--- src/inc/dstrb_pkg.sv ---
// drive status / trip holding-register bank: shared constants and types
// assumes one 20 MHz clock domain; request port fed by the link framing layer
`default_nettype none
package dstrb_pkg;
  // holding-register addresses
  localparam logic [15:0] ADDR_UNUSED = 16'h0000;
  localparam logic [15:0] ADDR_FREQ_HI = 16'h0001;
  localparam logic [15:0] ADDR_FREQ_LO = 16'h0002;
  localparam logic [15:0] ADDR_STATE_DETAIL = 16'h0003;
  localparam logic [15:0] ADDR_STATE_COARSE = 16'h0004;
  localparam logic [15:0] ADDR_MOTION = 16'h0005;
  localparam logic [15:0] ADDR_FEEDBACK = 16'h0006;
  localparam logic [15:0] ADDR_RSV_FIRST = 16'h0007;
  localparam logic [15:0] ADDR_RSV_LAST = 16'h0010;
  localparam logic [15:0] ADDR_FAULT_COUNT = 16'h0011;
  localparam logic [15:0] ADDR_F1_CAUSE = 16'h0012;
  localparam logic [15:0] ADDR_F1_STATE = 16'h0013;
  localparam logic [15:0] ADDR_F1_FREQ_HI = 16'h0014;
  localparam logic [15:0] ADDR_F1_FREQ_LO = 16'h0015;
  localparam logic [15:0] ADDR_F1_CURRENT = 16'h0016;
  localparam logic [15:0] ADDR_F1_VOLTAGE = 16'h0017;
  localparam logic [15:0] ADDR_F1_RUN_HI = 16'h0018;
  localparam logic [15:0] ADDR_F1_RUN_LO = 16'h0019;
  localparam logic [15:0] ADDR_F1_PWR_HI = 16'h001A;
  localparam logic [15:0] ADDR_F1_PWR_LO = 16'h001B;
  localparam logic [15:0] ADDR_F2_CAUSE = 16'h001C;
  // ranges, scale and selector values
  localparam logic [31:0] FREQ_MAX = 32'h0000_9C40;
  localparam logic [15:0] FEEDBACK_MAX = 16'h2710;
  localparam logic [15:0] FAULT_COUNT_MAX = 16'hFFFA;
  localparam logic [31:0] SCALE_HUNDRED = 32'h0000_0064;
  localparam logic [7:0] SRC_SEL_NETWORK = 8'h03;
  localparam logic [15:0] RESERVED_VALUE = 16'h0000;
  localparam int ERR_FLAGS = 5;
  // drive state detail codes
  typedef enum logic [3:0] {
    DS_INITIAL = 4'h0, DS_STOPPING = 4'h2, DS_RUNNING = 4'h3, DS_FREE_RUN = 4'h4,
    DS_JOGGING = 4'h5, DS_DC_BRAKE = 4'h6, DS_RETRYING = 4'h7, DS_TRIPPING = 4'h8,
    DS_UNDERVOLT = 4'h9
  } dstrb_detail_t;
  // coarse state codes
  typedef enum logic [1:0] {
    CS_STOPPING = 2'h0, CS_RUNNING = 2'h1, CS_TRIPPING = 2'h2
  } dstrb_coarse_t;
  // motion phase codes
  typedef enum logic [3:0] {
    MP_NONE = 4'h0, MP_STOPPING = 4'h1, MP_DECEL = 4'h2, MP_CONSTANT = 4'h3,
    MP_ACCEL = 4'h4, MP_FORWARD = 4'h5, MP_REVERSE = 4'h6, MP_FWD_TO_REV = 4'h7,
    MP_REV_TO_FWD = 4'h8, MP_START_FWD = 4'h9, MP_START_REV = 4'hA
  } dstrb_motion_t;
  // register request from the framing layer
  typedef struct packed {
    logic rd;
    logic wr;
    logic [15:0] addr;
    logic [15:0] wdata;
  } dstrb_req_t;
  // register answer
  typedef struct packed {
    logic ack;
    logic err;
    logic [15:0] rdata;
  } dstrb_rsp_t;
  // snapshot of drive quantities taken at a trip
  typedef struct packed {
    logic [15:0] cause;
    logic [31:0] freq;
    logic [15:0] current;
    logic [15:0] voltage;
    logic [31:0] run_hours;
    logic [31:0] power_hours;
  } dstrb_trip_t;
endpackage
`default_nettype wire

--- src/rtl/dstrb_bank.sv ---
// drive status / trip holding-register bank
// assumes requests come from same-clock framing logic, one at a time
//
// Functional notes
// - frequency setpoint 0..40000, used when source is 03
// - detail word reports the nine drive states
// - coarse word: stopping 0, running 1, tripping 2
// - motion phase word encodes codes 1 to 10
// - trip record holds cause then drive state
// - trip record keeps output current at trip
// - trip record keeps DC voltage at trip
// - trip record keeps run hours, high/low
// - trip record keeps power-on hours, high/low
// - wide values: high word at lower address
// - device divides received values by scale factor
// - LSB means listed resolution on both sides
// - comm errors sticky until reset, even running
`timescale 1ns/1ps
`default_nettype none
module dstrb_bank (
  input wire logic REF_CLK_I,
  input wire logic SRST_I,
  input wire dstrb_pkg::dstrb_req_t REQ_I,
  output dstrb_pkg::dstrb_rsp_t RSP_O,
  input wire logic [7:0] FREQ_SOURCE_SELECT_I,
  input wire dstrb_pkg::dstrb_detail_t DRIVE_STATE_I,
  input wire dstrb_pkg::dstrb_motion_t MOTION_PHASE_I,
  input wire logic TRIP_I,
  input wire dstrb_pkg::dstrb_trip_t TRIP_SNAP_I,
  input wire logic [dstrb_pkg::ERR_FLAGS-1:0] COMM_ERR_EVENT_I,
  input wire logic COMM_ERR_RESET_I,
  output logic [31:0] OUTPUT_FREQ_SETPOINT_O,
  output logic OUTPUT_FREQ_VALID_O,
  output logic [31:0] FREQ_WHOLE_HZ_O,
  output logic [15:0] FEEDBACK_O,
  output logic [15:0] FEEDBACK_WHOLE_PCT_O,
  output logic [dstrb_pkg::ERR_FLAGS-1:0] COMM_ERR_O
);
  import dstrb_pkg::*;

  logic [31:0] freq_r;
  logic [15:0] freq_hi_stage_r;
  logic [15:0] feedback_r;
  logic [15:0] fault_count_r;
  dstrb_trip_t fault1_r;
  dstrb_detail_t fault1_state_r;
  logic [15:0] fault2_cause_r;
  logic [ERR_FLAGS-1:0] comm_err_r;
  dstrb_rsp_t rsp_r;
  logic [31:0] freq_whole_r;
  logic [15:0] fb_whole_r;
  logic valid_r;
  dstrb_coarse_t coarse;
  logic [15:0] rd_val;
  logic rd_bad;
  logic wr_bad;
  logic [31:0] freq_cand;
  logic [31:0] fb_quot;

  // coarse state folded from the detail state
  always_comb begin
    unique case (DRIVE_STATE_I)
      DS_TRIPPING: coarse = CS_TRIPPING;
      DS_RUNNING, DS_JOGGING, DS_DC_BRAKE, DS_RETRYING: coarse = CS_RUNNING;
      default: coarse = CS_STOPPING;
    endcase
  end

  // read decode; high word sits at the lower address
  always_comb begin
    rd_val = RESERVED_VALUE;
    rd_bad = 1'b0;
    if (REQ_I.addr >= ADDR_RSV_FIRST && REQ_I.addr <= ADDR_RSV_LAST) begin
      rd_val = RESERVED_VALUE;
    end else begin
      unique case (REQ_I.addr)
        ADDR_FREQ_HI: rd_val = freq_r[31:16];
        ADDR_FREQ_LO: rd_val = freq_r[15:0];
        ADDR_STATE_DETAIL: rd_val = {12'h000, DRIVE_STATE_I};
        ADDR_STATE_COARSE: rd_val = {14'h0, coarse};
        ADDR_MOTION: rd_val = {12'h000, MOTION_PHASE_I};
        ADDR_FEEDBACK: rd_val = feedback_r;
        ADDR_FAULT_COUNT: rd_val = fault_count_r;
        ADDR_F1_CAUSE: rd_val = fault1_r.cause;
        ADDR_F1_STATE: rd_val = {12'h000, fault1_state_r};
        ADDR_F1_FREQ_HI: rd_val = fault1_r.freq[31:16];
        ADDR_F1_FREQ_LO: rd_val = fault1_r.freq[15:0];
        ADDR_F1_CURRENT: rd_val = fault1_r.current;
        ADDR_F1_VOLTAGE: rd_val = fault1_r.voltage;
        ADDR_F1_RUN_HI: rd_val = fault1_r.run_hours[31:16];
        ADDR_F1_RUN_LO: rd_val = fault1_r.run_hours[15:0];
        ADDR_F1_PWR_HI: rd_val = fault1_r.power_hours[31:16];
        ADDR_F1_PWR_LO: rd_val = fault1_r.power_hours[15:0];
        ADDR_F2_CAUSE: rd_val = fault2_cause_r;
        default: rd_bad = 1'b1; // address zero and beyond the map
      endcase
    end
  end

  // write check: only setpoint pair and feedback, each inside its range
  assign freq_cand = {freq_hi_stage_r, REQ_I.wdata};
  always_comb begin
    unique case (REQ_I.addr)
      ADDR_FREQ_HI: wr_bad = 1'b0;
      ADDR_FREQ_LO: wr_bad = (freq_cand > FREQ_MAX);
      ADDR_FEEDBACK: wr_bad = (REQ_I.wdata > FEEDBACK_MAX);
      default: wr_bad = 1'b1; // read-only, reserved or unmapped
    endcase
  end

  // answer, one cycle after the request
  always_ff @(posedge REF_CLK_I) begin
    if (SRST_I) begin
      rsp_r <= '0;
    end else begin
      rsp_r.ack <= REQ_I.rd | REQ_I.wr;
      rsp_r.err <= (REQ_I.wr & wr_bad) | (REQ_I.rd & ~REQ_I.wr & rd_bad);
      rsp_r.rdata <= (REQ_I.rd & ~REQ_I.wr & ~rd_bad) ? rd_val : RESERVED_VALUE;
    end
  end

  // setpoint: high word staged, pair committed on the low-word write
  always_ff @(posedge REF_CLK_I) begin
    if (SRST_I) begin
      freq_r <= '0;
      freq_hi_stage_r <= '0;
    end else if (REQ_I.wr && !wr_bad) begin
      if (REQ_I.addr == ADDR_FREQ_HI) begin
        freq_hi_stage_r <= REQ_I.wdata;
      end else if (REQ_I.addr == ADDR_FREQ_LO) begin
        freq_r <= freq_cand;
      end
    end
  end

  // feedback value
  always_ff @(posedge REF_CLK_I) begin
    if (SRST_I) begin
      feedback_r <= '0;
    end else if (REQ_I.wr && !wr_bad && REQ_I.addr == ADDR_FEEDBACK) begin
      feedback_r <= REQ_I.wdata;
    end
  end

  // rescaling to engineering units and source gating
  assign fb_quot = {16'h0000, feedback_r} / SCALE_HUNDRED;
  always_ff @(posedge REF_CLK_I) begin
    if (SRST_I) begin
      freq_whole_r <= '0;
      fb_whole_r <= '0;
      valid_r <= 1'b0;
    end else begin
      freq_whole_r <= freq_r / SCALE_HUNDRED;
      fb_whole_r <= fb_quot[15:0];
      valid_r <= (FREQ_SOURCE_SELECT_I == SRC_SEL_NETWORK);
    end
  end

  // trip counter, saturating at its top value
  always_ff @(posedge REF_CLK_I) begin
    if (SRST_I) begin
      fault_count_r <= '0;
    end else if (TRIP_I && fault_count_r < FAULT_COUNT_MAX) begin
      fault_count_r <= fault_count_r + 16'h0001;
    end
  end

  // trip record capture; the older cause moves to the second record
  always_ff @(posedge REF_CLK_I) begin
    if (SRST_I) begin
      fault1_r <= '0;
      fault1_state_r <= DS_INITIAL;
      fault2_cause_r <= '0;
    end else if (TRIP_I) begin
      fault1_r <= TRIP_SNAP_I;
      fault1_state_r <= DRIVE_STATE_I;
      fault2_cause_r <= fault1_r.cause;
    end
  end

  // sticky comm error flags; a new event beats a same-cycle reset
  always_ff @(posedge REF_CLK_I) begin
    if (SRST_I) begin
      comm_err_r <= '0;
    end else begin
      comm_err_r <= (COMM_ERR_RESET_I ? '0 : comm_err_r) | COMM_ERR_EVENT_I;
    end
  end

  assign RSP_O = rsp_r;
  assign OUTPUT_FREQ_SETPOINT_O = freq_r;
  assign OUTPUT_FREQ_VALID_O = valid_r;
  assign FREQ_WHOLE_HZ_O = freq_whole_r;
  assign FEEDBACK_O = feedback_r;
  assign FEEDBACK_WHOLE_PCT_O = fb_whole_r;
  assign COMM_ERR_O = comm_err_r;
endmodule
`default_nettype wire

--- config.mk ---
export PLATFORM = sky130hd
export DESIGN_NAME = dstrb_bank
export DESIGN_NICKNAME = d
export VERILOG_FILES = /design/src/inc/dstrb_pkg.sv /design/src/rtl/dstrb_bank.sv
export SDC_FILE = /design/constraint.sdc
export NUM_CORES = 1
export LEC_CHECK = 0
export BUFFER_PORTS_ARGS = -buffer_cell sky130_fd_sc_hd__buf_4
export CORE_UTILIZATION = 55
export CTS_CLUSTER_SIZE = 24
export DETAILED_ROUTE_END_ITERATION = 10
export GPL_TIMING_DRIVEN = 0
export PLACE_DENSITY = 0.81
export RECOVER_POWER = 50
export SYNTH_ARGS = -nofsm -noshare
export SYNTH_HDL_FRONTEND = slang
export SYNTH_SLANG_ARGS = --single-unit
--- constraint.sdc ---
create_clock -name REF_CLK_I -period 20.1 [get_ports REF_CLK_I]
set_input_delay 2.01 -clock REF_CLK_I [delete_from_list [all_inputs] [get_ports REF_CLK_I]]
set_output_delay 2.01 -clock REF_CLK_I [all_outputs]
set_load 0.05 [all_outputs]
# Word-level counts from Yosys, hierarchy flattened
# Cells that the tools add are included.
[totals]
register_bits = 316
inputBits = 203
output_inout_bits = 120
[classes]
add_sub_neg = 1
div = 2
magnitude_cmp = 5
n_eq_ne = 24
muxes = 6
n_bitwise = 11
n_reduce_logical = 10
[ops]
columns = ["operator", "n"]
rows = [
  ["one-hot mux 16 bit (18 select lines)", 1],
  ["== test 16 x 5 -> 1 bit, second input constant", 12],
  ["== test 16 x 3 -> 1 bit, second input constant", 3],
  ["divider 16 x 7 -> 32 bit, second input constant", 1],
  ["divider 32 x 7 -> 32 bit, second input constant", 1],
  ["== test 16 x 2 -> 1 bit, second input constant", 2],
  ["greater-than comparator 32 x 16 -> 1 bit, second input constant", 1],
  ["OR reduction 18 bit", 1],
  ["adder 16 x 1 -> 16 bit, second input constant", 1],
  ["== test 16 x 1 -> 1 bit, second input constant", 1],
  [">= comparator 16 x 3 -> 1 bit, second input constant", 1],
  ["greater-than comparator 16 x 14 -> 1 bit, second input constant", 1],
  ["less-or-equal comparator 16 x 5 -> 1 bit, second input constant", 1],
  ["less-than comparator 16 bit, second input constant", 1],
  ["== test 4 x 3 -> 1 bit, second input constant", 3],
  ["== test 8 x 2 -> 1 bit, second input constant", 1],
  ["two-way mux 5 bit", 1],
  ["bitwise OR 5 bit", 1],
  ["AND 1 bit", 4],
  ["== test 4 x 2 -> 1 bit, second input constant", 1],
  ["== test 4 bit, second input constant", 1],
  ["logical AND 1 bit", 4],
  ["inverter 1 bit", 4],
  ["one-hot mux 2 bit (2 select lines)", 1],
  ["8 further kinds", 10],
]

# Depth between registers and ports, before layout
# Gate-level depths: netlist of the first run.
[logic_depth]
depth_word = 8
mapped_depth = 70
ltp_nobuf = 54

# Least setup slack after synthesis of the first run
# OpenSTA, ideal clock, no wires.
[synth_path]
path_kind = "register to register"
start = "reg freq_r[29] (netlist: OUTPUT_FREQ_SETPOINT_O[29])"
end = "reg freq_whole_r[0] (netlist: FREQ_WHOLE_HZ_O[0])"
arrival_time_ns = 15.938
required_time_ns = 19.997
setup_slack_ns = 4.059
path_stages_with_launch = 59
cell_sequence = "dfxtp_1 buf_2 nor2_1 o31ai_2 o211a_1 o2bb2ai_1 a22o_1 a211oi_2 mux2_4 or4b_1 and2_1 buf_6 o22ai_2 a31oi_1 or3_1 a211oi_2 a211oi_1 or4_1 [... 23 more ...] a221oi_1 o21ai_1 a211oi_4 o221ai_4 or2_4 a311oi_4 a2111oi_4 o41ai_1 a31oi_1 xnor2_2 a211oi_2 or3_1 a2bb2oi_4 o311ai_2 nor3_1 or4_4 nor2b_1 a2111oi_2"
[synth_between]
elab_chain_len = 1
[synth_rtl]
columns = ["item", "line", "rtl"]
rows = [
  ["from (decl)", "dstrb_bank.sv:41", "logic [31:0] freq_r;"],
  ["from (signal assigned)", "dstrb_bank.sv:131", "freq_r <= freq_cand;"],
  ["divider 32 x 7 -> 32 bit", "dstrb_bank.sv:153", "freq_whole_r <= freq_r / SCALE_HUNDRED;"],
  ["to (signal assigned)", "dstrb_bank.sv:153", ""],
  ["to (decl)", "dstrb_bank.sv:50", "logic [31:0] freq_whole_r;"],
]
# No other way between the ends.
# A chain may end at the register's enable or synchronous reset.

# Worst setup path after layout of the first run
[layout_path]
start = "reg freq_r[26] (netlist: OUTPUT_FREQ_SETPOINT_O[26])"
end = "reg freq_whole_r[0] (netlist: FREQ_WHOLE_HZ_O[0])"
# The elaborated chain is that of the path after synthesis.

==> summary.txt, run 1 <==
outcome - complete, no violations
Synth Warn # - 0
Avg Cell Area, Syn - 8.52 um^2
number of design rule violations left after detail routing - 0
main combinational cell family by area after synthesis - compound AO/OA/AOI/OAI gates
wire per inst - 21.9 um
CTS clock-pin slew for the worst setup and hold paths - 0.06 ns
antenna violation net count after detailed routing - 0
DP HPWL - 51.0 mm
RD Place Congestion - 0.992
area share of the leading cell type in the synthesized netlist - 0.321
Top-Level Pins - 323
share of the clock period used by the worst path after layout - 0.941
final hold vios - 0
dominant synthesized flop cell - sky130_fd_sc_hd__dfxtp_1
flip-flop and latch count after synthesis - 304
slowest cell delay on critical path - 0.78 ns
Die Y - 188 um
DP Cell Count - 2993
setup violation total in the final timing report - 0
number of cells on the worst reg-to-reg path - 58
iteration count of the initial detailed-routing pass - 9
total CTS buffers - 34
number of flops mapped to enable cells by yosys - 0
antenna violations before repair - 0
path type of the worst setup path - register to register
layout cells sized above 1 - 0.165
die span in x - 188 um
core region area - 33700 um^2
area added between synthesis and finish - 19.5%
area used by multi-input combinational logic - 12200 um^2
Req. time, crit path - 20.49 ns
post-synthesis instance area - 19000 um^2
Pleak - 0.00926 uW
critical path buffer and inverter count - 5
setup skew after layout - 0.0207 ns
clock tree root buffer cell - sky130_fd_sc_hd__clkbuf_16
synthesized instance count - 2227
R2R Setup Slk - 1.19 ns
xor and xnor fraction of the mapped netlist area - 0.0270
Starting Density - 0.563
worst vdd ir - 0.0793 mV
number of sinks on the clock net - 304
worst-margin pin slew - 1.31 ns
first-pass GRT wire length - 102 mm
CTS H-Tree Depth - 2
Crit-path slowest cell - sky130_fd_sc_hd__o31ai_1
share of cell area taken by muxes after synthesis - 0.151
class of the tightest hold or removal check - register to register
minimum clock period - 18.91 ns
non-filler instance count after layout - 3054
setup repair after global routing missed its margin - no
nets - 2786
TritonCTS clock tree - done
worst setup path start - OUTPUT_FREQ_SETPOINT_O[26]$_SDFFE_PP0P_
type of origin of the critical path - register
arrival time worst endpoint - 19.31 ns
pin count of the biggest net entering global routing - 14
clock insertion delay at the later pin of the skew report - 0.57 ns
routed vias - 19910
FF-to-FF Start - OUTPUT_FREQ_SETPOINT_O[26]$_SDFFE_PP0P_
last element of the critical path - FREQ_WHOLE_HZ_O[0]$_SDFF_PP0_
TNS Setup - 0 ns
adder and majority cell fraction of the synthesized area - 0.00679
Fill cells - 2871
sequential cell area - 6090 um^2
number of stages on the worst setup path - 58
Max Buffers Root-to-Sink - 3
share of the yosys chip area belonging to registers - 0.321
global-route congestion overflow total - 0
basic-gate share of the synthesized area counting and, or, nand and nor cells - 0.208
top cells by area in the synthesized netlist - sky130_fd_sc_hd__dfxtp_1, sky130_fd_sc_hd__mux2i_1, sky130_fd_sc_hd__nor2_1
max-capacitance violation count - 0
Async S/R FF share, synth - 0
capturing point of the worst reg2reg path - FREQ_WHOLE_HZ_O[0]$_SDFF_PP0_
Yosys top cell by area - sky130_fd_sc_hd__dfxtp_1
Total Routed Length - 67.0 mm
kind of cell adding the most delay to the critical path - compound AO/OA/AOI/OAI gates
standard-cell rows - 67
synth unique cells - 128
Compound-Gate Fraction of Synth Area - 0.245
vias in the first global route - 18542
worst rel slew slack - 0.122
crit path max fanout - 10
ratio of total power to cell area - 61.4 nW/um^2
maximum clock rate - 52.9 MHz
Avg Vias per Cell - 6.52
Setup crit end kind - register
port bufs - 306
all-layer global routing usage - 0.366
Die Area - 35300 um^2
max-slew violation count - 0
first-iteration detailed-routing DRC count - 2161
## cell usage after synthesis (30+ instances only)
cell and count:
sky130_fd_sc_hd__a221oi_1 30, sky130_fd_sc_hd__o21ai_0 68, sky130_fd_sc_hd__dfxtp_1 304, sky130_fd_sc_hd__clkbuf_1 93, sky130_fd_sc_hd__mux2i_1 233, sky130_fd_sc_hd__xnor2_1 37
sky130_fd_sc_hd__nand2_1 118, sky130_fd_sc_hd__nor3_1 70, sky130_fd_sc_hd__a22o_1 32, sky130_fd_sc_hd__nor2_1 368, sky130_fd_sc_hd__a21oi_1 87, sky130_fd_sc_hd__and2_1 31
sky130_fd_sc_hd__nand3_1 53
## per-stage QoR
step | utilization | hold slack (ns) | setup slack (ns) | power, uW | area [um^2]
6_report | 0.673 | 0.478 | 1.19 | 1390 | 22700
5_1_grt | 0.673 | 0.501 | 0.0397 | 1430 | 22700
4_1_cts | 0.683 | 0.485 | 1.31 | 1390 | 23000
3_5_place_dp | 0.649 | 0.473 | 1.45 | 767 | 21900
3_3_place_gp | 0.649 | 0.467 | 1.55 | 763 | 21900
2_1_floorplan | - | 0.453 | 4.06 | 706 | 19000
## cell families after synthesis
logic type               Yosys count
flip-flops                       304
multiplexers                     263
buffers and inverters            183
XOR/XNOR                          55
other                              1
AND/OR/NAND/NOR                  819
AO/OA/AOI/OAI                    590
adder cells (fa/ha/maj)           12
## state kept, by name, summed over array words and instances (netlist names)
register / count
OUTPUT_FREQ_SETPOINT_O: 32
RSP_O: 18
FREQ_WHOLE_HZ_O: 26
freq_hi_stage_r: 16
COMM_ERR_O: 5
fault1_r: 144
FEEDBACK_WHOLE_PCT_O: 10
FEEDBACK_O: 16
fault_count_r: 16
OUTPUT_FREQ_VALID_O: 1
fault2_cause_r: 16
fault1_state_r: 4
## repair_timing
action / CTS / global route
hold buffers: 0 / 0
endpoints found under the setup margin: 0 / 2
gates resized for setup: 0 / 3
buffers inserted: 0 / 0
## layer usage
layer / routed length (um) / GRT usage / vias to the layer above / share of wire
met3: 6620 / 0.0762 / 231 / 0.099
met4: 3780 / 0.208 / 0 / 0.056
met5: 0 / 0 / - / 0
met2: 30600 / 0.591 / 1215 / 0.46
li1: - / - / 9063 / -
met1: 26000 / 0.452 / 9401 / 0.39
## where the power goes
| part | switching (uW) | internal, uW | leakage (uW) |
|---|---|---|---|
| clock network | 272 | 364 | 0.000554 |
| logic | 64.8 | 55.2 | 0.00623 |
| registers | 14.2 | 623 | 0.00248 |
## tightest hold or removal path: cells and delay by family (launching register included)
| kind | cells | cell delay (ns) |
|---|---|---|
| simple gates | 1 | 0.06 |
| compound gates | 1 | 0.06 |
| flops | 1 | 0.32 |
## layout by cell type, fill, tap and decap left out, types with 21 or more instances in the layout
master                        n
sky130_fd_sc_hd__nand3_1     53
sky130_fd_sc_hd__nand2_1    118
sky130_fd_sc_hd__inv_1       29
sky130_fd_sc_hd__nor3_1      70
sky130_fd_sc_hd__mux2i_1    233
sky130_fd_sc_hd__nor2_1     368
sky130_fd_sc_hd__buf_4      231
sky130_fd_sc_hd__a21oi_1     87
sky130_fd_sc_hd__clkbuf_16   34
sky130_fd_sc_hd__a22o_1      32
sky130_fd_sc_hd__clkbuf_1   197
sky130_fd_sc_hd__and3_1      21
sky130_fd_sc_hd__or3_1       22
sky130_fd_sc_hd__buf_2       22
sky130_fd_sc_hd__a221oi_1    30
sky130_fd_sc_hd__a22oi_1     24
sky130_fd_sc_hd__o21ai_0     68
sky130_fd_sc_hd__xnor2_1     37
sky130_fd_sc_hd__and2_1      30
sky130_fd_sc_hd__o211ai_1    24
sky130_fd_sc_hd__dfxtp_1    304
sky130_fd_sc_hd__a31oi_1     23
## worst min path at each step
| stage | startpoint | to | slack, ns | depth (start not counted) |
|---|---|---|---|---|
| after floorplan | fault_count_r[15]$_SDFFE_PP0P_ | fault_count_r[15]$_SDFFE_PP0P_ | 0.45 | 2 |
| after detailed placement | COMM_ERR_O[3]$_SDFF_PP0_ | COMM_ERR_O[3]$_SDFF_PP0_ | 0.47 | 2 |
| final | COMM_ERR_O[3]$_SDFF_PP0_ | COMM_ERR_O[3]$_SDFF_PP0_ | 0.48 | 2 |
| after global routing | COMM_ERR_O[1]$_SDFF_PP0_ | COMM_ERR_O[1]$_SDFF_PP0_ | 0.50 | 2 |
| after CTS | COMM_ERR_O[3]$_SDFF_PP0_ | COMM_ERR_O[3]$_SDFF_PP0_ | 0.48 | 2 |
| after global placement | fault1_r[52]$_SDFFE_PP0P_ | fault1_r[52]$_SDFFE_PP0P_ | 0.47 | 2 |
## area by class of cell
type	count	area share
Multi-Input combinational cell	1751	0.536
Sequential cell	304	0.268
Timing Repair Buffer	307	0.0863
Clock buffer	45	0.0420
Buffer	153	0.0301
Tap cell	448	0.0247
Clock inverter	14	0.00767
Inverter	30	0.00496
Antenna cell	2	0.000221
Note: power is estimated with default switching activity, not from simulation.
==> run 2, diff against run 1 <==
--- a/config.mk
+++ b/config.mk
@@ -6,11 +6,11 @@
 export NUM_CORES = 1
 export LEC_CHECK = 0
 export BUFFER_PORTS_ARGS = -buffer_cell sky130_fd_sc_hd__buf_4
-export CORE_UTILIZATION = 55
+export CORE_UTILIZATION = 30
 export CTS_CLUSTER_SIZE = 24
 export DETAILED_ROUTE_END_ITERATION = 10
 export GPL_TIMING_DRIVEN = 0
-export PLACE_DENSITY = 0.81
+export PLACE_DENSITY = 0.51
 export RECOVER_POWER = 50
 export SYNTH_ARGS = -nofsm -noshare
 export SYNTH_HDL_FRONTEND = slang
==> summary.txt, run 2 (synthesis results as in run 1) <==
outcome - complete, no violations
TNS Setup - 0 ns
leading cell types in the layout, fill and taps excluded - sky130_fd_sc_hd__nor2_1, sky130_fd_sc_hd__dfxtp_1, sky130_fd_sc_hd__mux2i_1
all-layer global routing usage - 0.233
TritonCTS clock tree - done
standard-cell rows - 91
area added between synthesis and finish - 22.9%
core region area - 62100 um^2
CTS clock-pin slew for the worst setup and hold paths - 0.06 ns
number of design rule violations left after detail routing - 0
crit path max fanout - 10
share of total power consumed by net switching - 0.264
Die Y - 254 um
type of origin of the critical path - register
Reg power frac - 0.434
R2R Setup Slk - 1.10 ns
setup skew after layout - 0.0294 ns
first-iteration detailed-routing DRC count - 1643
worst vdd ir - 0.0572 mV
final hold vios - 0
Crit-path slowest cell - sky130_fd_sc_hd__o211ai_1
FF-to-FF Start - OUTPUT_FREQ_SETPOINT_O[26]$_SDFFE_PP0P_
Total Routed Length - 77.1 mm
end point of the worst hold path - COMM_ERR_O[2]$_SDFF_PP0_
max reg flops - 144
Req. time, crit path - 20.57 ns
pin count of the biggest net entering global routing - 14
wire per inst - 22.4 um
ratio of total power to cell area - 62.8 nW/um^2
capturing point of the worst reg2reg path - FREQ_WHOLE_HZ_O[0]$_SDFF_PP0_
path type of the worst setup path - register to register
port bufs - 306
antenna violation net count after detailed routing - 0
maximum clock rate - 52.6 MHz
pre-CTS WS - 1.24 ns
vias in the first global route - 18309
hold path startpoint - COMM_ERR_O[2]$_SDFF_PP0_
most common library cell in the layout ignoring fill and taps - sky130_fd_sc_hd__nor2_1
min setup slack post-route - 1.10 ns
setup repair after global routing missed its margin - no
Avg Vias per Cell - 5.61
antenna violations before repair - 8
Hold-fix buffers, CTS - 0
share of the clock period used by the worst path after layout - 0.945
iteration count of the initial detailed-routing pass - 9
routed vias - 19352
class of the tightest hold or removal check - register to register
max-slew violation count - 0
clock tree root buffer cell - sky130_fd_sc_hd__clkbuf_16
register ranked first by flip-flop count - fault1_r
number of sinks on the clock net - 304
arrival time worst endpoint - 19.48 ns
RD Place Congestion - 0.923
switching component of the power - 386 uW
Die Area - 64300 um^2
Setup crit end kind - register
fraction of power consumed by combinational cells - 0.084
Starting Density - 0.306
first-pass GRT wire length - 115 mm
proportion of power drawn by the clock network - 0.482
layout cells sized above 1 - 0.166
DP HPWL - 60.2 mm
Pleak - 0.00930 uW
internal power - 1080 uW
CTS H-Tree Depth - 2
setup violation total in the final timing report - 0
nets - 2790
total CTS buffers - 38
worst rel slew slack - 0.0521
Top-Level Pins - 323
slowest cell delay on critical path - 0.78 ns
minimum clock period - 19.00 ns
clock insertion delay at the later pin of the skew report - 0.58 ns
Max Buffers Root-to-Sink - 3
hold path cells - 2
max-capacitance violation count - 0
die span in x - 254 um
worst-margin pin slew - 1.41 ns
global-route congestion overflow total - 0
number of cells on the worst reg-to-reg path - 59
run 2: changes by cell type in the layout (fill, tap and decap cells not counted), sizes merged:
cell	change
buf	-5
clkbuf	+11
clkinv	-2
clkinvlp	+3
diode	-1
inv	+2
run 2: cell type report:
type,instances,area (um^2)
fillers,6444,38700
multi-input cells,1751,12200
flip-flops and latches,304,6090
repair buffers,307,1940
clock buffers,51,1050
well taps,837,1050
plain buffers,153,683
clock inverters,17,203
inverters,30,113
diodes,1,2.50
run 2: worst max path at each step:
stage	from	endpoint	cells after the start	slack, ns
2_1_floorplan	OUTPUT_FREQ_SETPOINT_O[29]$_SDFFE_PP0P_	FREQ_WHOLE_HZ_O[0]$_SDFF_PP0_	58	4.06
3_3_place_gp	OUTPUT_FREQ_SETPOINT_O[26]$_SDFFE_PP0P_	FREQ_WHOLE_HZ_O[0]$_SDFF_PP0_	58	1.33
3_5_place_dp	OUTPUT_FREQ_SETPOINT_O[26]$_SDFFE_PP0P_	FREQ_WHOLE_HZ_O[0]$_SDFF_PP0_	58	1.24
4_1_cts	OUTPUT_FREQ_SETPOINT_O[26]$_SDFFE_PP0P_	FREQ_WHOLE_HZ_O[0]$_SDFF_PP0_	58	1.12
5_1_grt	OUTPUT_FREQ_SETPOINT_O[26]$_SDFFE_PP0P_	FREQ_WHOLE_HZ_O[0]$_SDFF_PP0_	58	0.04
6_report	OUTPUT_FREQ_SETPOINT_O[26]$_SDFFE_PP0P_	FREQ_WHOLE_HZ_O[0]$_SDFF_PP0_	59	1.10
run 2: critical path, delay by kind of cell (launching register included):
family / cells / cell delay, ns
multiplexers: 4 / 1.56
AO/OA/AOI/OAI: 34 / 10.67
flip-flops: 1 / 0.51
AND/OR/NAND/NOR: 14 / 4.16
buffers and inverters: 7 / 1.96
run 2: what timing repair did:
action                                 4_1_cts  5_1_grt
setup endpoints to repair                    0        2
gates resized for setup                      0       10
endpoints found under the hold margin        0        0
setup buffers                                0        0
run 2: layer usage:
layer	wire length [um]	global-route usage	share of wire
met2	35100	0.378	0.45
met4	2430	0.0724	0.031
met5	94	0	0.0012
met3	5500	0.0451	0.071
met1	34000	0.311	0.44
run 2: power groups by stage:
| stage | logic (uW) | clock network (uW) | registers [uW] |
|---|---|---|---|
| detailed placement | 124 | 0 | 649 |
| global placement | 123 | 0 | 648 |
| global route | 131 | 740 | 638 |
| CTS | 124 | 719 | 636 |
| floorplan | 59.8 | 0 | 647 |
| finish | 123 | 705 | 636 |
run 2: stage by stage:
stage / utilization / cell area [um^2] / std cells / hold slack, ns / total power (uW)
floorplan: - / 19000 / 2238 / 0.453 / 706
global placement: 0.360 / 22400 / 3381 / 0.468 / 771
detailed placement: 0.360 / 22400 / 3381 / 0.477 / 773
CTS: 0.381 / 23600 / 3449 / 0.495 / 1480
global route: 0.376 / 23300 / 3450 / 0.509 / 1510
finish: 0.376 / 23300 / 3451 / 0.489 / 1460
